==> src/dec_pkg.sv <==
package dec_pkg;

	// Sizes
	localparam int NUM_CTR   = 2;
	localparam int CTR_W     = 40;
	localparam int LOAD_W    = 32;
	localparam int SEL_W     = 32;
	localparam int EXT_W     = CTR_W - LOAD_W;
	localparam int SIGN_BIT  = LOAD_W - 1;
	localparam int EVT_CNT_W = 8;
	localparam int IDX_W     = 2;

	// Model-register indexes
	localparam logic [IDX_W-1:0] IDX_SEL0 = 2'h0;
	localparam logic [IDX_W-1:0] IDX_SEL1 = 2'h1;
	localparam logic [IDX_W-1:0] IDX_CNT0 = 2'h2;
	localparam logic [IDX_W-1:0] IDX_CNT1 = 2'h3;

	// Privilege
	localparam logic [1:0] CPL_KERNEL = 2'h0;

	// Reset values and writable bits
	localparam logic [SEL_W-1:0] SEL_RESET  = 32'h00000000;
	localparam logic [CTR_W-1:0] CNT_RESET  = 40'h0000000000;
	localparam logic [SEL_W-1:0] SEL0_WMASK = 32'hFFDFFFFF;
	localparam logic [SEL_W-1:0] SEL1_WMASK = 32'hFF9FFFFF;
	localparam logic [EVT_CNT_W-1:0] EVT_ZERO = 8'h00;
	localparam logic [EVT_CNT_W-1:0] EVT_ONE  = 8'h01;
	localparam logic [EXT_W-1:0] READ_PAD     = 8'h00;

	typedef logic [CTR_W-1:0] dec_count_t;

	// Event-select layout, bit 31 down to bit 0
	typedef struct packed {
		logic [7:0] perCycleThreshold;
		logic       compareFlip;
		logic       globalRun;
		logic       reserved21;
		logic       overflowIrqEn;
		logic       pinModeSelect;
		logic       edgeDetect;
		logic       kernelLevelQualifier;
		logic       userLevelQualifier;
		logic [7:0] eventSubqualifier;
		logic [7:0] eventCode;
	} dec_evtsel_t;

	typedef struct packed {
		logic             valid;
		logic             write;
		logic [IDX_W-1:0] index;
		logic [LOAD_W-1:0] wdata;
	} dec_msr_req_t;

	typedef struct packed {
		logic       done;
		logic       fault;
		dec_count_t rdata;
	} dec_msr_rsp_t;

	typedef struct packed {
		logic [1:0] cpl;
		logic       v86;
	} dec_priv_t;

	typedef struct packed {
		logic valid;
		logic index;
	} dec_read_req_t;

	typedef struct packed {
		logic       done;
		logic       fault;
		dec_count_t data;
	} dec_read_rsp_t;

	typedef struct packed {
		logic [7:0] eventCode;
		logic [7:0] eventSubqualifier;
	} dec_evt_route_t;

	typedef logic [NUM_CTR-1:0][EVT_CNT_W-1:0] dec_evt_cnt_t;

endpackage : dec_pkg

==> src/dec_event_counter.sv <==
`timescale 1ns/1ps
module dec_event_counter (
	// Clock and reset
	input  wire  logic                        clock,
	input  wire  logic                        rstn,
	// Software load
	input  wire  logic                        load,
	input  wire  logic [dec_pkg::LOAD_W-1:0]  loadValue,
	// Increment
	input  wire  logic [dec_pkg::EVT_CNT_W-1:0] step,
	// State
	output dec_pkg::dec_count_t               count,
	output logic                              overflow
);
	import dec_pkg::*;

	logic [CTR_W:0] sum;

	always_comb begin
		sum = {1'b0, count} + {{(CTR_W + 1 - EVT_CNT_W){1'b0}}, step};
	end

	// Counter, load wins over counting
	always_ff @(posedge clock or negedge rstn) begin
		if (!rstn) begin
			count <= CNT_RESET;
		end else if (load) begin
			count <= {{EXT_W{loadValue[SIGN_BIT]}}, loadValue};
		end else begin
			count <= sum[CTR_W-1:0];
		end
	end

	// Carry out of the top bit
	always_ff @(posedge clock or negedge rstn) begin
		if (!rstn) begin
			overflow <= 1'b0;
		end else begin
			overflow <= !load && sum[CTR_W];
		end
	end

endmodule : dec_event_counter

==> src/dec_unit.sv <==
`timescale 1ns/1ps
module dec_unit (
	// Clock and reset
	input  wire  logic                    clock,
	input  wire  logic                    rstn,
	// Model-register access
	input  dec_pkg::dec_msr_req_t         msrReq,
	output dec_pkg::dec_msr_rsp_t         msrRsp_q,
	// Counter-read instruction
	input  dec_pkg::dec_read_req_t        readReq,
	output dec_pkg::dec_read_rsp_t        readRsp_q,
	// Processor state
	input  dec_pkg::dec_priv_t            priv,
	input  wire  logic                    userCounterReadGate,
	// Event sources
	input  dec_pkg::dec_evt_cnt_t         eventCount,
	output dec_pkg::dec_evt_route_t       evtRoute0_q,
	output dec_pkg::dec_evt_route_t       evtRoute1_q,
	// Bus clock marker
	input  wire  logic                    busTick,
	// Monitor pins
	output logic [dec_pkg::NUM_CTR-1:0]   monitorPulsePin_q,
	// Interrupt request
	output logic                          perfIrq_q
);
	import dec_pkg::*;

	dec_evtsel_t                 sel_q [NUM_CTR];
	dec_count_t                  count [NUM_CTR];
	logic [NUM_CTR-1:0]          overflow;
	logic [NUM_CTR-1:0]          cntLoad;
	logic [NUM_CTR-1:0][EVT_CNT_W-1:0] step;
	logic [NUM_CTR-1:0]          prevCond_q;
	logic [NUM_CTR-1:0]          curCond;
	logic [NUM_CTR-1:0]          pinPend_q;
	logic [NUM_CTR-1:0]          pinSet;
	logic                        msrAllowed;
	logic                        msrWriteOk;
	logic                        readAllowed;

	// Privilege level 0 test
	function automatic logic isKernel(input dec_priv_t p);
		isKernel = (p.cpl == CPL_KERNEL);
	endfunction : isKernel

	// Level filter of one select register
	function automatic logic levelOk(input dec_evtsel_t s, input dec_priv_t p);
		levelOk = (s.userLevelQualifier && !isKernel(p))
			|| (s.kernelLevelQualifier && isKernel(p));
	endfunction : levelOk

	// Counter slot addressed by an index
	function automatic logic hitsCounter(input logic [IDX_W-1:0] idx, input int n);
		hitsCounter = (n == 0) ? (idx == IDX_CNT0) : (idx == IDX_CNT1);
	endfunction : hitsCounter

	// Model-register gating
	always_comb begin
		msrAllowed = isKernel(priv);
		msrWriteOk = msrReq.valid && msrReq.write && msrAllowed;
	end

	// Select register 0
	always_ff @(posedge clock or negedge rstn) begin
		if (!rstn) begin
			sel_q[0] <= dec_evtsel_t'(SEL_RESET);
		end else if (msrWriteOk && msrReq.index == IDX_SEL0) begin
			sel_q[0] <= dec_evtsel_t'(msrReq.wdata & SEL0_WMASK);
		end
	end

	// Select register 1, no run bit
	always_ff @(posedge clock or negedge rstn) begin
		if (!rstn) begin
			sel_q[1] <= dec_evtsel_t'(SEL_RESET);
		end else if (msrWriteOk && msrReq.index == IDX_SEL1) begin
			sel_q[1] <= dec_evtsel_t'(msrReq.wdata & SEL1_WMASK);
		end
	end

	// Per-counter datapath
	genvar gi;
	generate
		for (gi = 0; gi < NUM_CTR; gi++) begin : g_ctr
			logic             enable;
			logic             qualify;
			logic [EVT_CNT_W-1:0] raw;
			logic             hit;
			logic [EVT_CNT_W-1:0] level;

			always_comb begin
				cntLoad[gi] = msrWriteOk && hitsCounter(msrReq.index, gi);
			end

			always_comb begin
				enable = sel_q[0].globalRun && (sel_q[gi] != dec_evtsel_t'(SEL_RESET));
				qualify = enable && levelOk(sel_q[gi], priv);
				raw = qualify ? eventCount[gi] : EVT_ZERO;
				hit = (raw >= sel_q[gi].perCycleThreshold) ^ sel_q[gi].compareFlip;
				if (!qualify) begin
					level = EVT_ZERO;
				end else if (sel_q[gi].perCycleThreshold != EVT_ZERO) begin
					level = hit ? EVT_ONE : EVT_ZERO;
				end else begin
					level = raw;
				end
				curCond[gi] = (level != EVT_ZERO);
				if (sel_q[gi].edgeDetect) begin
					step[gi] = (curCond[gi] && !prevCond_q[gi]) ? EVT_ONE : EVT_ZERO;
				end else begin
					step[gi] = level;
				end
			end

			dec_event_counter u_counter (
				.clock     (clock),
				.rstn      (rstn),
				.load      (cntLoad[gi]),
				.loadValue (msrReq.wdata),
				.step      (step[gi]),
				.count     (count[gi]),
				.overflow  (overflow[gi])
			);

			always_comb begin
				if (sel_q[gi].pinModeSelect) begin
					pinSet[gi] = (step[gi] != EVT_ZERO);
				end else begin
					pinSet[gi] = overflow[gi];
				end
			end
		end
	endgenerate

	// Previous qualified condition for edge detection
	always_ff @(posedge clock or negedge rstn) begin
		if (!rstn) begin
			prevCond_q <= '0;
		end else begin
			prevCond_q <= curCond;
		end
	end

	// Pending pulses, a new request wins over the clear
	always_ff @(posedge clock or negedge rstn) begin
		if (!rstn) begin
			pinPend_q <= '0;
		end else if (busTick) begin
			pinPend_q <= pinSet;
		end else begin
			pinPend_q <= pinPend_q | pinSet;
		end
	end

	// Pins held for one whole bus clock
	always_ff @(posedge clock or negedge rstn) begin
		if (!rstn) begin
			monitorPulsePin_q <= '0;
		end else if (busTick) begin
			monitorPulsePin_q <= pinPend_q;
		end
	end

	// Overflow interrupt request
	always_ff @(posedge clock or negedge rstn) begin
		if (!rstn) begin
			perfIrq_q <= 1'b0;
		end else begin
			perfIrq_q <= (overflow[0] && sel_q[0].overflowIrqEn)
				|| (overflow[1] && sel_q[1].overflowIrqEn);
		end
	end

	// Model-register answer
	always_ff @(posedge clock or negedge rstn) begin
		if (!rstn) begin
			msrRsp_q <= '0;
		end else begin
			msrRsp_q.done  <= msrReq.valid;
			msrRsp_q.fault <= msrReq.valid && !msrAllowed;
			if (msrReq.valid && !msrReq.write && msrAllowed) begin
				case (msrReq.index)
					IDX_SEL0: msrRsp_q.rdata <= {READ_PAD, sel_q[0]};
					IDX_SEL1: msrRsp_q.rdata <= {READ_PAD, sel_q[1]};
					IDX_CNT0: msrRsp_q.rdata <= count[0];
					IDX_CNT1: msrRsp_q.rdata <= count[1];
					default:  msrRsp_q.rdata <= CNT_RESET;
				endcase
			end else begin
				msrRsp_q.rdata <= CNT_RESET;
			end
		end
	end

	// Counter-read gating
	always_comb begin
		readAllowed = userCounterReadGate || (isKernel(priv) && !priv.v86);
	end

	// Counter-read answer, sampled at once
	always_ff @(posedge clock or negedge rstn) begin
		if (!rstn) begin
			readRsp_q <= '0;
		end else begin
			readRsp_q.done  <= readReq.valid;
			readRsp_q.fault <= readReq.valid && !readAllowed;
			if (readReq.valid && readAllowed) begin
				readRsp_q.data <= count[readReq.index];
			end else begin
				readRsp_q.data <= CNT_RESET;
			end
		end
	end

	// Event routing to the sources
	always_ff @(posedge clock or negedge rstn) begin
		if (!rstn) begin
			evtRoute0_q <= '0;
			evtRoute1_q <= '0;
		end else begin
			evtRoute0_q.eventCode         <= sel_q[0].eventCode;
			evtRoute0_q.eventSubqualifier <= sel_q[0].eventSubqualifier;
			evtRoute1_q.eventCode         <= sel_q[1].eventCode;
			evtRoute1_q.eventSubqualifier <= sel_q[1].eventSubqualifier;
		end
	end

endmodule : dec_unit

==> config.mk <==
export PLATFORM = sky130hd
export DESIGN_NAME = dec_unit
export DESIGN_NICKNAME = d
export VERILOG_FILES = /design/src/dec_pkg.sv /design/src/dec_event_counter.sv /design/src/dec_unit.sv
export SDC_FILE = /design/constraint.sdc
export NUM_CORES = 1
export LEC_CHECK = 0
export ABC_AREA = 1
export BUFFER_PORTS_ARGS = -buffer_cell sky130_fd_sc_hd__buf_2
export CORE_ASPECT_RATIO = 1.75
export CORE_MARGIN = 5
export CORE_UTILIZATION = 35
export CTS_CLUSTER_SIZE = 25
export DETAILED_ROUTE_END_ITERATION = 8
export GPL_ROUTABILITY_DRIVEN = 0
export SYNTH_ARGS = -nofsm -noshare
export SYNTH_HDL_FRONTEND = slang
export SYNTH_SLANG_ARGS = --single-unit
==> constraint.sdc <==
create_clock -name clock -period 6.8 [get_ports clock]
set_clock_uncertainty 0.1 [all_clocks]
set_input_delay 0.68 -clock clock [delete_from_list [all_inputs] [get_ports clock]]
set_output_delay 0.68 -clock clock [all_outputs]
set_load 0.005 [all_outputs]
## Yosys cells after proc, flatten, opt, wreduce, memory -nomap -nowiden

Index checks and enable logic that the tools add are counted.

| word-level totals | value |
|---|---|
| input bits | 61 |
| memory bits (read-only) | 0 |
| register bits | 266 |
| output and inout bits | 119 |
| latch bits | 0 |
| memories | 0 |
| RAM bits | 0 |
| word-level logic and storage cells | 120 |

| operators by class | value |
|---|---|
| add/subtract/negate cells | 2 |
| reduce and logical (&&, ||, !) cells | 48 |
| $mul | 0 |
| shift-type cells | 0 |
| muxes and demuxes | 23 |
| bitwise gates (word level) | 4 |
| equality and inequality tests | 3 |
| order comparisons | 3 |
| divide/modulo/power cells | 0 |

Operators with widths:

| cell | number |
|---|---|
| 40-bit two-way mux | 7 |
| 40-bit case mux with 4 select lines | 1 |
| 40-bit by 8-bit adder with 41-bit output | 2 |
| 8-bit two-way mux | 8 |
| 32-bit nonzero test | 2 |
| 8-bit nonzero test | 6 |
| 1-bit logical AND | 26 |
| 8-bit >= comparator | 2 |
| 1-bit zero test | 8 |
| 1-bit two-way mux | 6 |
| 2-bit equality test, second input constant | 2 |
| 2-bit zero test | 2 |
| 1-bit logical OR | 4 |
| 2-bit by 1-bit equality test with 1-bit output, second input constant | 1 |
| 2-bit >= comparator, second input constant | 1 |
| 2-bit two-way mux | 1 |
| 1-bit inverter with 2-bit output | 1 |
| 2-bit bitwise OR | 1 |
| 1-bit XOR | 2 |

## Longest topological paths before layout

Gate-level depths: netlist of the first run.

| logic depth | value |
|---|---|
| word-level depth | 19 |
| mapped depth | 35 |
| gate-level depth less buffers | 34 |

## Hierarchy

From an unflattened synthesis of the first run, not the netlist that was laid out.

| second synthesis, totals | value |
|---|---|
| cell total of the unflattened synthesis | 1896 |
| area, all modules | 14297.5 um2 |

By module, submodules not included:

| module | area an instance (um2) | cells an instance | instances | sequential area each (um2) |
|---|---|---|---|---|
| dec_unit | 8054.0 | 900 | 1 | 4604.4 |
| dec_event_counter at g_ctr[0].u_counter | 3123.0 | 499 | 1 | 1026.0 |
| dec_event_counter at g_ctr[1].u_counter | 3120.5 | 497 | 1 | 1026.0 |

## Least setup slack after synthesis of the first run

Ideal clock, no wire load.

| path | value |
|---|---|
| kind | input -> register |
| start | input port priv[1] in the netlist's numbering |
| end | register g_ctr[1].u_counter.count[24] |
| buffers on the path | 1 |
| required time | 6576 ps |
| path slack | 2685 ps |
| library setup time | 124 ps |
| stages on the path | 33 |
| arrival | 3890 ps |
| cells stage by stage | inv_1 -> nand2_1 -> nand2_1 -> nand2_1 -> nor2_2 -> inv_1 -> buf_2 -> nor2_1 -> ha_1 -> nand2_1 -> nand3_1 -> nand2_1 -> nand2_1 -> nand2_1 -> nand3_1 -> nand3_1 -> nand2_1 -> nand2_1 -> nand2_1 -> inv_1 -> ha_1 -> inv_1 -> fa_1 -> inv_1 -> nand3_1 -> nand2_1 -> inv_1 -> o21ai_4 -> nand2_4 -> nor2_4 -> nand3_1 -> nand3_1 -> o21ai_2 |

| on the way | value |
|---|---|
| cells in the longest elaborated chain, start to end | 17 |
| elaborated cells between the ends (all ways) | 20 |
| those cells by class | add/sub (1); order compare (1); mux (7); bitwise (1); reduce/logical (10) |

RTL lines:

| element | RTL line | text |
|---|---|---|
| from (decl) | dec_unit.sv:13 | `input dec_pkg::dec_priv_t priv,` |
| 2-bit zero test * | dec_unit.sv:43 | `isKernel = (p.cpl == CPL_KERNEL);` |
| 1-bit zero test | dec_unit.sv:48 | `levelOk = (s.userLevelQualifier && !isKernel(p))` |
| 1-bit logical AND | dec_unit.sv:48 |  |
| 1-bit logical OR | dec_unit.sv:49 | `\|\| (s.kernelLevelQualifier && isKernel(p));` |
| 1-bit logical AND | dec_unit.sv:97 | `qualify = enable && levelOk(sel_q[gi], priv);` |
| 8-bit two-way mux | dec_unit.sv:98 | `raw = qualify ? eventCount[gi] : EVT_ZERO;` |
| 8-bit >= comparator | dec_unit.sv:99 | `hit = (raw >= sel_q[gi].perCycleThreshold) ^ sel_q[gi].compareFlip;` |
| 1-bit XOR | dec_unit.sv:99 |  |
| 1-bit two-way mux | dec_unit.sv:103 | `level = hit ? EVT_ONE : EVT_ZERO;` |
| 8-bit two-way mux | dec_unit.sv:102 | `end else if (sel_q[gi].perCycleThreshold != EVT_ZERO) begin` |
| 8-bit two-way mux | dec_unit.sv:100 | `if (!qualify) begin` |
| 8-bit nonzero test | dec_unit.sv:107 | `curCond[gi] = (level != EVT_ZERO);` |
| 1-bit logical AND | dec_unit.sv:109 | `step[gi] = (curCond[gi] && !prevCond_q[gi]) ? EVT_ONE : EVT_ZERO;` |
| 1-bit two-way mux | dec_unit.sv:109 |  |
| 8-bit two-way mux | dec_unit.sv:108 | `if (sel_q[gi].edgeDetect) begin` |
| 40-bit by 8-bit adder with 41-bit output | dec_event_counter.sv:20 | `sum = {1'b0, count} + {{(CTR_W + 1 - EVT_CNT_W){1'b0}}, step};` |
| 40-bit two-way mux * | dec_event_counter.sv:27 | `end else if (load) begin` |
| to (signal assigned) | dec_event_counter.sv:28 | `count <= {{EXT_W{loadValue[SIGN_BIT]}}, loadValue};` |
| to (signal assigned) | dec_event_counter.sv:30 | `count <= sum[CTR_W-1:0];` |
| to (decl) | dec_event_counter.sv:12 | `output dec_pkg::dec_count_t count,` |

Every way passes the cells marked *; elsewhere a longest branch is shown, timed or not.
A chain may end at the register's enable or synchronous reset.

## Worst setup path in the final report of the first run

| path | value |
|---|---|
| start | register sel_q[16] in the netlist's numbering |
| end | register g_ctr[1].u_counter.count[24] |

| on the way | value |
|---|---|
| cells in the longest elaborated chain, start to end | 15 |
| elaborated cells between the ends (all ways) | 17 |
| those cells by class | add/sub (1); order compare (1); mux (7); bitwise (1); reduce/logical (7) |

RTL lines:

| element | RTL line | text |
|---|---|---|
| from (decl) | dec_unit.sv:28 | `dec_evtsel_t sel_q [NUM_CTR];` |
| 32-bit nonzero test or 1-bit logical AND (tied branches) | dec_unit.sv:96, dec_unit.sv:48 |  |
| 1-bit logical AND or 1-bit logical OR (tied branches) | dec_unit.sv:96, dec_unit.sv:49 |  |
| 1-bit logical AND * | dec_unit.sv:97 |  |
| 8-bit two-way mux | dec_unit.sv:98 |  |
| 8-bit >= comparator | dec_unit.sv:99 |  |
| 1-bit XOR | dec_unit.sv:99 |  |
| 1-bit two-way mux | dec_unit.sv:103 |  |
| 8-bit two-way mux | dec_unit.sv:102 |  |
| 8-bit two-way mux * | dec_unit.sv:100 |  |
| 8-bit nonzero test | dec_unit.sv:107 |  |
| 1-bit logical AND | dec_unit.sv:109 |  |
| 1-bit two-way mux | dec_unit.sv:109 |  |
| 8-bit two-way mux * | dec_unit.sv:108 |  |
| 40-bit by 8-bit adder with 41-bit output * | dec_event_counter.sv:20 |  |
| 40-bit two-way mux * | dec_event_counter.sv:27 |  |

Marked as above.

==> results of run 1 <==
## layout by cell type (no fill, tap or decap), types with 4 or more instances in the layout
| master | count |
|---|---|
| nand3_1 | 82 |
| clkinvlp_4 | 6 |
| a221oi_1 | 27 |
| o22ai_1 | 19 |
| o21ai_0 | 153 |
| o211ai_1 | 4 |
| buf_2 | 178 |
| xor2_1 | 28 |
| clkinv_2 | 4 |
| nor4_1 | 9 |
| a211oi_1 | 21 |
| clkbuf_16 | 27 |
| nor2_2 | 9 |
| nand2_2 | 5 |
| nor3_2 | 7 |
| clkbuf_1 | 4 |
| nor3_1 | 31 |
| nor2_1 | 165 |
| inv_1 | 193 |
| inv_2 | 5 |
| a21oi_1 | 64 |
| inv_6 | 5 |
| nand4_1 | 23 |
| o21ai_1 | 18 |
| xnor2_1 | 13 |
| ha_1 | 32 |
| nor2_4 | 8 |
| nand2_1 | 378 |
| dfrtp_1 | 266 |
| buf_4 | 8 |
| nand3_2 | 5 |
## state kept, by name, summed over array words and instances, names as in the netlist
register,count
pinPend_q,2
msrRsp_q,42
evtRoute0_q,16
evtRoute1_q,16
perfIrq_q,1
monitorPulsePin_q,2
sel_q,61
readRsp_q,42
prevCond_q,2
g_ctr.u_counter.count,80
g_ctr.u_counter.overflow,2
## path summary, 6_finish.rpt
check | end | slack (ps) | cells after the start
min in group clock | msrRsp_q[41] | 130 | 1
worst min register to register | evtRoute1_q[9] | 300 | 0
worst min-delay path | g_ctr[1].u_counter.count[38] | 120 | 1
worst max register to register | g_ctr[1].u_counter.count[24] | 2200 | 28
max in group asynchronous | sel_q[24] | 4860 | 2
worst max-delay path | g_ctr[1].u_counter.count[24] | 2200 | 28
## metal layers
metal / track usage / vias to the layer above / part of all wire
li1: - / 5765 / -
met2: 0.389 / 623 / 0.49
met3: 0.0351 / 192 / 0.064
met4: 0.175 / 0 / 0.096
met5: 0 / - / 0
met1: 0.250 / 5900 / 0.35
## kinds of logic after synthesis
group	count (synthesis)
simple gates	736
compound gates	322
flops	266
buf+inv	263
xor+xnor	41
fa+ha+maj	34
## critical path, delay by kind of cell, from the launching register on
kind	cells	cell delay (ps)
and+or+nand+nor	15	1770
adders and majority gates	3	860
buffers and inverters	6	680
AOI/OAI and AO/OA	4	660
DFF	1	350
## power breakdown
group          switching, W  internal, W  total, W
registers          0.000305      0.00185   0.00215
logic              0.000666     0.000347   0.00101
clock network      0.000687     0.000857   0.00154
total               0.00166      0.00305   0.00471
## area by class of cell
| class | count | area [µm²] |
|---|---|---|
| Clock buffer | 31 | 691 |
| Clock inverter | 19 | 208 |
| Fill cell | 3909 | 22600 |
| Inverter | 199 | 749 |
| Multi-Input combinational cell | 1133 | 5890 |
| Sequential cell | 266 | 6660 |
| Tap cell | 485 | 607 |
| Timing Repair Buffer | 187 | 966 |
## per-stage QoR
step,utilization,power [W]
after floorplan,-,0.00270
after global placement,0.387,0.00315
after detailed placement,0.387,0.00317
after CTS,0.411,0.00471
after global routing,0.411,0.00493
final,0.411,0.00471
==> metrics.md, run 1 <==
| Metric | Value |
|---|---|
| Status | `finished, final reports clean` |
| EDFF count, synth | `0` |
| Worst hold slack | `approximately 120 ps` |
| Power per cell area | `approximately 300 mW/mm²` |
| # IOs | `between 150 and 200` |
| Vias | `12500` |
| Hold Path Class | `in2async` |
| CTS sink count | `roughly 270` |
| Worst-skew pair later-pin latency | `just under 600 ps` |
| Crit path DAT | `between 4000 and 5000 ps` |
| Synth Area in Simple Gates | `0.238` |
| Initial Util | `0.353` |
| Worst rel slew slack | `0.242` |
| Mapped Cells | `approximately 1700` |
| Post-cts sizing count | `0` |
| Clock Pin Slew Worst Setup and Hold Paths | `approximately 70 ps` |
| Final setup margin | `between 2000 and 2500 ps` |
| Tightest Pin Transition | `between 1000 and 1500 ps` |
| Post-synthesis sequential area ratio | `0.491` |
| Synth top cells by count | `nand2_1, dfrtp_1, inv_1, nor2_1, o21ai_0` |
| Critical Path End Type | `flop` |
| Die Area | `between 0.04 and 0.05 mm²` |
| Die outline height | `between 200 and 300 µm` |
| Compound-Gate Fraction of Synth Area | `0.137` |
| Net Count, Synth | `between 1500 and 2000` |
| CORE AREA | `0.0384 mm²` |
| Ant diodes | `0` |
| Antenna violations before repair | `0` |
| Cell variety after synth | `48` |
| Chip Width | `roughly 160 µm` |
| Synth top area share | `0.491` |
| CTS Hold Buffers Added | `0` |
| Area post-placement | `between 0.01 and 0.015 mm²` |
| Share of cells above drive strength 1 | `0.155` |
| Largest family of logic cells by synthesized area | `simple AND/OR/NAND/NOR gates` |
| Leak Pwr | `7.91 nW` |
| Final HPWL DP | `roughly 38 mm` |
| Slew Viols, Final | `0` |
| Final nets | `between 1500 and 2000` |
| Crit-path max FO | `12` |
| Largest net degree at the start of global routing | `about 120` |
| CP Launch Point | `sel_q[16]` |
| Yosys reg bits | `266` |
| Post-route ant nets | `0` |
| Worst IR Drop VDD | `about 0.00018 V` |
| Top cell type by total area after synthesis | `dfrtp_1` |
| Port Buf Inserts | `179` |
| Post-synthesis xor/xnor area fraction | `0.0265` |
| Final min period | `4600 ps` |
| Adder-cell share of the synthesized area | `0.0325` |
| RSZ-0062 raised after global routing | `no` |
| H-tree depth | `1` |
| Drt wl/cell | `approximately 22 µm` |
| Post-CTS setup buffer count | `0` |
| Worst Setup Path Type | `reg2reg` |
| Most common cell in the netlist | `nand2_1` |
| First-pass GRT wire length | `between 70 and 80 mm` |
| Placed Instances | `approximately 2300` |
| Setup-failing EPs final | `0` |
| # Max-Cap Violations | `0` |
| GRT overflow | `0` |
| Final wirelength | `50.4 mm` |
| Post-route DRC | `0` |
| Mux contribution to synthesized area | `0` |
| Final TNS setup | `0 ps` |
| All-Layer GR Usage | `0.227` |
| Most used DFF post-synth | `dfrtp_1` |
| CP required | `7120 ps` |
| Area Overhead vs Synth | `16.4%` |
| Detailed Route Iter0 Violations | `a little under 1000` |
| Inserted Clock Buffers | `27` |
| Routed vias/inst | `5.38` |
| Avg Synthesized Cell Area | `8.15 µm²` |
| CTS tree | `done` |
| Worst path slowest cell | `fa_1` |
| Worst setup SP type | `flop` |
| Asr flop ratio synth | `1.00` |
| FF-to-FF Start | `sel_q[16]` |
| DR pass1 iterations | `6` |
| Final Hold Vio Count | `0` |
| Fin cells | `2320` |
| Yosys warning count | `0` |
| Worst path max stage delay | `roughly 400 ps` |
| Period utilization | `0.676` |
| Dpl ws | `roughly 1800 ps` |
| Synth area leaders | `dfrtp_1, nand2_1, o21ai_0` |
| Max Freq | `~220 MHz` |
| Maximum clock path buffer count | `3` |
| Clock root buffer | `clkbuf_16` |
| Netlist area before placement | `between 0.01 and 0.015 mm²` |
| Final instance area | `0.0158 mm²` |
| Rows | `95` |
| Vias in the first global route | `between 10000 and 15000` |
No activity file was read; power rests on OpenSTA's default activity.
==> run 2: changes to the inputs <==
--- a/config.mk
+++ b/config.mk
@@ -5,7 +5,7 @@
 export SDC_FILE = /design/constraint.sdc
 export NUM_CORES = 1
 export LEC_CHECK = 0
-export ABC_AREA = 1
+export ABC_AREA = 0
 export BUFFER_PORTS_ARGS = -buffer_cell sky130_fd_sc_hd__buf_2
 export CORE_ASPECT_RATIO = 1.75
 export CORE_MARGIN = 5
==> constraint.sdc (replaced) <==
create_clock -name clock -period 4.73 [get_ports clock]
set_clock_uncertainty 0.1 [all_clocks]
set_input_delay 0.473 -clock clock [delete_from_list [all_inputs] [get_ports clock]]
set_output_delay 0.473 -clock clock [all_outputs]
set_load 0.005 [all_outputs]
==> run 2 against run 1 <==
  * Synthesized cell count is 32% lower
  * Register-to-register slack got worse by 1900 ps
  * Non-clock buffer count grew 43
  * Fmax grew 4.6%
  * Sequential power increased by 43%
  * Synthesized area shrank 5.3%
  * Sequential cell count unchanged
  * Final cell count fell by 21%
  * Critical path type unchanged
==> metrics.md, run 2 <==
| Metric | Value |
|---|---|
| Clock power frac | `0.330 (+0.002)` |
| Most common cell in the netlist | `dfrtp_1` |
| Worst rel slew slack | `0.280 (+0.0381)` |
| Final Util | `0.428 (+0.0174)` |
| Largest net degree at the start of global routing | `129 (+6.6%)` |
| GRT overflow | `0 (unchanged)` |
| Setup-failing EPs final | `0 (unchanged)` |
| Final HPWL DP | `28.3 mm (-26%)` |
| CP required | `5030 ps (-2090 ps)` |
| RSZ-0062 raised after global routing | `no` |
| Die Area | `0.0407 mm² (-5.1%)` |
| Post-route ant nets | `0 (unchanged)` |
| Netlist area before placement | `0.0128 mm² (-5.3%)` |
| Routed vias/inst | `5.23 (-2.8%)` |
| Vias | `9541 (-24%)` |
| Synth top cells by count | `dfrtp_1, nand2_1, nor2_1, mux2_2, mux2i_1` |
| Total power | `0.00639 W (+36%)` |
| R2r setup slk | `340 ps (-1870 ps)` |
| Reg2Reg Depth | `20 (-29%)` |
| # IOs | `180 (unchanged)` |
| Die outline height | `263 µm (-2.6%)` |
| Chip Width | `155 µm (-2.5%)` |
| Area Overhead vs Synth | `20.6%` |
| Final Hold Vio Count | `0 (unchanged)` |
| Drt wl/cell | `21.0 µm (-3.3%)` |
| Final wirelength | `38.4 mm (-24%)` |
| Most common cell after layout, fill and taps aside | `dfrtp_1` |
| Worst Setup Path Type | `reg2reg` |
| Critical Path End | `g_ctr[1].u_counter.count[36]` |
| Clock root buffer | `clkbuf_16` |
| Inserted Clock Buffers | `25 (-7.4%)` |
| Rows | `92 (-3.2%)` |
| Cell variety after synth | `54 (+13%)` |
| H-tree depth | `1 (unchanged)` |
| Cell-internal power | `0.00448 W (+47%)` |
| Tightest Pin Transition | `1080 ps (-55.8 ps)` |
| Yosys reg bits | `266 (unchanged)` |
| EDFF count, synth | `0 (unchanged)` |
| FF-to-FF Start | `sel_q[16]` |
| Max Freq | `228 MHz (+4.6%)` |
| Port Buf Inserts | `179 (unchanged)` |
| Initial Util | `0.355 (+0.00194)` |
| Synth area leaders | `dfrtp_1, mux2_2, mux4_2` |
| Crit-path max FO | `5 (-7)` |
| Top cell type by total area after synthesis | `dfrtp_1` |
| Yosys warning count | `0 (unchanged)` |
| Worst path slowest cell | `dfrtp_2` |
| P_sw | `0.00191 W (+15%)` |
| Max FFs per register | `80 (unchanged)` |
| Worst-skew pair later-pin latency | `550 ps (-30 ps)` |
| First-pass GRT wire length | `59.6 mm (-22%)` |
| Worst-path cell chain | `o21ai_0 -> buf_4 -> a21boi_4 -> buf_6 -> and2_1 -> ha_1 -> a211oi_2 -> o21ai_0 -> a21oi_1 -> mux2i_1 -> and3_1 -> ha_1 -> inv_1 -> fa_1 -> nor2b_1 -> o31a_1 -> o31ai_4 -> nor4b_1 -> xnor2_1 -> a21oi_1` |
| Period utilization | `0.929 (+0.253)` |
| CTS sink count | `266 (unchanged)` |
| Power per cell area | `413 mW/mm² (+38%)` |
| Maximum clock path buffer count | `3 (unchanged)` |
| Detailed Route Iter0 Violations | `542 (-44%)` |
| Net Count, Synth | `1225 (-30%)` |
| # Max-Cap Violations | `0 (unchanged)` |
| Largest registers | `g_ctr.u_counter.count: 80 flops, sel_q: 61 flops` |
| Status | `finished, final reports clean` |
| Leak Pwr | `7.17 nW (-9.3%)` |
| Crit path DAT | `4700 ps (-220 ps)` |
| Comb pwr share | `0.189 (-0.026)` |
| Antenna violations before repair | `6 (+6)` |
| Largest Register | `g_ctr.u_counter.count` |
| All-Layer GR Usage | `0.187 (-0.0402)` |
| Mapped Cells | `1130 (-32%)` |
| Most frequent cells in the layout | `dfrtp_1, buf_2, nand2_1, nor2_1, mux2_2` |
| Clock Pin Slew Worst Setup and Hold Paths | `60 ps (about the same)` |
| Worst r2r dst | `g_ctr[1].u_counter.count[36]` |
| Hold Path Class | `in2reg` |
| Share of cells above drive strength 1 | `0.284 (+0.129)` |
| HP Start | `userCounterReadGate` |
| Worst IR Drop VDD | `0.000188 V (+6.2%)` |
| Asr flop ratio synth | `1.00 (unchanged)` |
| Vias in the first global route | `10100 (-19%)` |
| Final min period | `4390 ps (-204 ps)` |
| Fin cells | `1825 (-21%)` |
| Worst setup SP type | `flop` |
| DR pass1 iterations | `5 (-1)` |
| Sequential power share | `0.481 (+0.024)` |
| Critical Path End Type | `flop` |
| Most used DFF post-synth | `dfrtp_1` |
| Synth top area share | `0.519 (+0.0277)` |
| CP Launch Point | `sel_q[16]` |
| Sw Ratio | `0.299 (-0.0528)` |
| Worst path max stage delay | `390 ps (about the same)` |
| Post-synthesis sequential area ratio | `0.519 (+0.0277)` |
| Placed Instances | `1770 (-22%)` |
| Slew Viols, Final | `0 (unchanged)` |
| Avg Synthesized Cell Area | `11.3 µm² (+39%)` |
| CORE AREA | `0.0361 mm² (-5.9%)` |
| Final nets | `1428 (-25%)` |
| CTS tree | `done` |
| Post-route DRC | `0 (unchanged)` |
[run 2: area by class of cell]
class | instances | area [µm²]
Antenna cell | 3 | 7.51
Clock buffer | 29 | 661
Clock inverter | 17 | 191
Fill cell | 3491 | 20700
Inverter | 32 | 120
Multi-Input combinational cell | 778 | 5910
Sequential cell | 266 | 6660
Tap cell | 470 | 588
Timing Repair Buffer | 230 | 1330
[run 2: power by group through the flow]
stage / clock [W] / combinational, W / sequential [W]
final: 0.00211 / 0.00121 / 0.00307
after global routing: 0.00224 / 0.00135 / 0.00313
after CTS: 0.00216 / 0.00121 / 0.00307
after detailed placement: 0 / 0.00120 / 0.00312
after global placement: 0 / 0.00117 / 0.00310
after floorplan: 0 / 0.000809 / 0.00296
[run 2: how the worst min path moves through the flow]
| stage | to | slack [ps] | depth (start not counted) |
|---|---|---|---|
| 6_report | readRsp_q[40] | 40 | 2 |
| 3_5_place_dp | evtRoute0_q[14] | 280 | 0 |
| 3_3_place_gp | evtRoute0_q[12] | 280 | 0 |
| 4_1_cts | readRsp_q[40] | 10 | 2 |
| 5_1_grt | readRsp_q[40] | 20 | 2 |
| 2_1_floorplan | evtRoute0_q[0] | 80 | 0 |
[run 2: layer usage]
metal | vias to the layer above | GRT usage | wire length (µm)
li1 | 4418 | - | -
met1 | 4756 | 0.212 | 14100
met2 | 263 | 0.348 | 20800
met3 | 98 | 0.0242 | 1720
met4 | 6 | 0.0791 | 1730
met5 | - | 0 | 28
[run 2: stage by stage]
stage | setup TNS, ps | setup WS (ps) | hold slack (ps) | instance area (µm²)
after detailed placement | -451 | -80.4 | 280 | 14500
after floorplan | 0 | 76.2 | 77.4 | 12800
final | 0 | 337 | 39.5 | 15500
after global placement | -23.8 | -12.9 | 277 | 14500
after CTS | 0 | 65.1 | 14.5 | 15400
after global routing | 0 | 7.17 | 22.4 | 15500
[run 2: cell families after synthesis]
| logic type | count (synthesis) | synth area share |
|---|---|---|
| buf+inv | 86 | 0.0253 |
| xor+xnor | 68 | 0.0464 |
| compound gates | 183 | 0.0927 |
| simple gates | 348 | 0.133 |
| flops | 266 | 0.519 |
| fa+ha+maj | 34 | 0.0343 |
| mux | 145 | 0.149 |
[run 2: worst max-delay path, delay by kind of cell (launching register included)]
| family | cells | cell delay, ps |
|---|---|---|
| xor+xnor | 1 | 160 |
| flops | 1 | 390 |
| mux | 1 | 250 |
| fa+ha+maj | 3 | 800 |
| buf+inv | 3 | 370 |
| compound gates | 8 | 1270 |
| simple gates | 4 | 900 |
[run 2: what timing repair did]
item	4_1_cts	5_1_grt
endpoints found under the hold margin	85	0
gates resized for setup	0	13
hold buffers	3	0
buffers inserted	0	2
endpoints found under the setup margin	0	22
==> run 3: changes to the inputs <==
--- a/config.mk
+++ b/config.mk
@@ -9,10 +9,11 @@
 export BUFFER_PORTS_ARGS = -buffer_cell sky130_fd_sc_hd__buf_2
 export CORE_ASPECT_RATIO = 1.75
 export CORE_MARGIN = 5
-export CORE_UTILIZATION = 35
+export CORE_UTILIZATION = 39
 export CTS_CLUSTER_SIZE = 25
 export DETAILED_ROUTE_END_ITERATION = 8
 export GPL_ROUTABILITY_DRIVEN = 0
+export PLACE_DENSITY = 0.55
 export SYNTH_ARGS = -nofsm -noshare
 export SYNTH_HDL_FRONTEND = slang
 export SYNTH_SLANG_ARGS = --single-unit
==> run 3 against run 2 <==
  * Critical path depth rose by 2
  * First-iteration DRC count shrank 2.0%
  * Sequential cell count did not move
  * Hold slack better by 36 ps
  * Fmax fell by 0.36%
  * Combinational power about the same
  * Utilization increased by 4.4 points
  * Final cell count shrank 3.3%
  * Total power up 1.2%
  * Count of clock-buffer cells in the layout grew 6
  * Critical endpoint is now g_ctr[1].u_counter.count[14]
==> metrics.md, run 3 (same netlist as run 2, synthesis figures left out) <==
| Metric | Value |
|---|---|
| Status | `finished, final reports clean` |
| Crit path DAT | `4770 ps (+70 ps)` |
| Largest registers | `g_ctr.u_counter.count: 80 flops, sel_q: 61 flops` |
| Worst Setup Path Type | `reg2reg` |
| Post-route ant nets | `0 (unchanged)` |
| WL met1 | `14.2 mm (+1.1%)` |
| Most frequent cells in the layout | `dfrtp_1, buf_2, nand2_1, nor2_1, mux2_2` |
| Vias | `9498 (-0.45%)` |
| Multi-input logic area | `0.00590 mm² (-0.23%)` |
| Routed wl met2 | `20.8 mm (about the same)` |
| Final HPWL DP | `28.0 mm (-1.0%)` |
| Setup-failing EPs final | `0 (unchanged)` |
| Final wirelength | `38.4 mm (+0.14%)` |
| GRT overflow | `0 (unchanged)` |
| Drt wl/cell | `21.8 µm (+3.5%)` |
| Final TNS setup | `0 ps (unchanged)` |
| Final min period | `4410 ps (+15.9 ps)` |
| Final Hold Vio Count | `0 (unchanged)` |
| Worst setup SP type | `flop` |
| Initial Util | `0.392 (+0.0374)` |
| # IOs | `180 (unchanged)` |
| Max Freq | `227 MHz (-0.36%)` |
| Total power | `0.00647 W (+1.2%)` |
| Worst IR Drop VDD | `0.000253 V (+35%)` |
| Critical Path End Type | `flop` |
| Top sig layer | `met5` |
| Vias in the first global route | `10100 (+0.32%)` |
| Reg area | `0.00666 mm² (about the same)` |
| Chip Width | `147 µm (-4.9%)` |
| Most common cell after layout, fill and taps aside | `dfrtp_1` |
| Worst rel slew slack | `0.313 (+0.0331)` |
| CTS sink count | `266 (unchanged)` |
| CORE AREA | `0.0327 mm² (-9.5%)` |
| First-pass GRT wire length | `59.5 mm (about the same)` |
| Largest net degree at the start of global routing | `101 (-22%)` |
| Routed vias/inst | `5.38 (+2.9%)` |
| Crit-path max FO | `9 (+4)` |
| Slew Viols, Final | `0 (unchanged)` |
| Die outline height | `250 µm (-5.1%)` |
| Final setup margin | `321 ps (-15.9 ps)` |
| Share of cells above drive strength 1 | `0.284 (+0.000427)` |
| Dpl ws | `-326 ps (-246 ps)` |
| Post-route DRC | `0 (unchanged)` |
| # Max-Cap Violations | `0 (unchanged)` |
| Fin cells | `1765 (-3.3%)` |
| H-tree depth | `1 (unchanged)` |
| Maximum clock path buffer count | `3 (unchanged)` |
| DR pass1 iterations | `4 (-1)` |
| Hold Path Class | `in2reg` |
| Largest Register | `g_ctr.u_counter.count` |
| RSZ-0062 raised after global routing | `no` |
| All-Layer GR Usage | `0.209 (+0.0218)` |
| Worst-skew pair later-pin latency | `550 ps (about the same)` |
| Antenna violations before repair | `5 (-1)` |
| Final instance area | `0.0154 mm² (-0.15%)` |
| Inserted Clock Buffers | `26 (+4.0%)` |
| Port Buf Inserts | `179 (unchanged)` |
| Final nets | `1434 (+0.42%)` |
| Leak Pwr | `7.23 nW (+0.82%)` |
| Area Overhead vs Synth | `20.5%` |
| Power per cell area | `419 mW/mm² (+1.4%)` |
| Rows | `88 (-4.3%)` |
| Tightest Pin Transition | `1030 ps (-47.1 ps)` |
| Max FFs per register | `80 (unchanged)` |
| CP required | `5090 ps (+60 ps)` |
| CTS tree | `done` |
| Clock Pin Slew Worst Setup and Hold Paths | `70 ps (about the same)` |
| Clock root buffer | `clkbuf_16` |
| Placed Instances | `1711 (-3.3%)` |
| Detailed Route Iter0 Violations | `531 (-2.0%)` |
| Die Area | `0.0367 mm² (-9.7%)` |
| Filler cell count | `3066 (-12%)` |
| Routed met3 length | `1.77 mm (+3.1%)` |
| Area post-placement | `0.0145 mm² (-0.25%)` |
| Period utilization | `0.932 (+0.00337)` |
==> run 3: cell count changes in the layout (fill, tap and decap cells not counted), sizes merged <==
cell           before  now
clkinvlp            5    2
clkbuf             29   35
clkinv              4    6
buf               226  232
inv                37   32
clkdlybuf4s15       1    0
==> run 3: cell type report <==
cell class                      instances  area share
Inverter                               32     0.00778
Tap cell                              405      0.0328
Sequential cell                       266       0.431
Timing Repair Buffer                  235      0.0880
Antenna cell                            3    0.000486
Clock inverter                         11     0.00899
Clock buffer                           35      0.0489
Multi-Input combinational cell        778       0.382
==> run 3: where the power goes <==
group,internal (W),switching [W]
Combinational,0.000640,0.000568
Clock,0.00128,0.000914
Sequential,0.00266,0.000406
==> run 3: path summary, 6_finish.rpt <==
check	start	end	slack (ps)	cells past startpoint
setup / recovery	sel_q[16]	g_ctr[1].u_counter.count[14]	320	22
hold / removal	msrReq[22]	g_ctr[0].u_counter.count[22]	80	3
setup reg to reg	sel_q[16]	g_ctr[1].u_counter.count[14]	320	22
hold reg to reg	sel_q[15]	evtRoute1_q[7]	290	0
max in group asynchronous	rstn	msrRsp_q[37]	3000	3
min in group asynchronous	rstn	readRsp_q[30]	440	2
==> run 3: timing repair <==
action	4_1_cts	5_1_grt
buffers inserted	0	2
endpoints found under the hold margin	97	0
gates resized for setup	0	9
endpoints found under the setup margin	0	46
hold buffers	3	0
==> run 3: worst max-delay path: stages (launching register included) <==
cell and delay [ps]:
dfrtp_1 370, o21ai_0 90, buf_4 160, a21boi_1 190, buf_4 200, and2_1 140, ha_1 240, a211oi_1 180
o21ai_0 110, a21oi_1 170, mux2i_1 110, and3_1 190, ha_1 200, inv_1 70, fa_1 180, nor2b_1 60
o31a_1 340, buf_4 160, o31ai_2 500, buf_4 240, nor2_1 60, xnor2_1 110, o21ai_0 150
==> run 3: per-stage QoR <==
| stage | hold slack (ps) | util |
|---|---|---|
| finish | 75.1 | 0.472 |
| detailed placement | 283 | 0.442 |
| floorplan | 77.4 | - |
| CTS | 48.5 | 0.471 |
| global route | 76.1 | 0.472 |
| global placement | 275 | 0.442 |
==> run 3: metal layers <==
layer	global-route usage	vias to the layer above
li1	-	4420
met1	0.234	4735
met2	0.390	250
met3	0.0292	91
met4	0.0920	2
met5	0	-
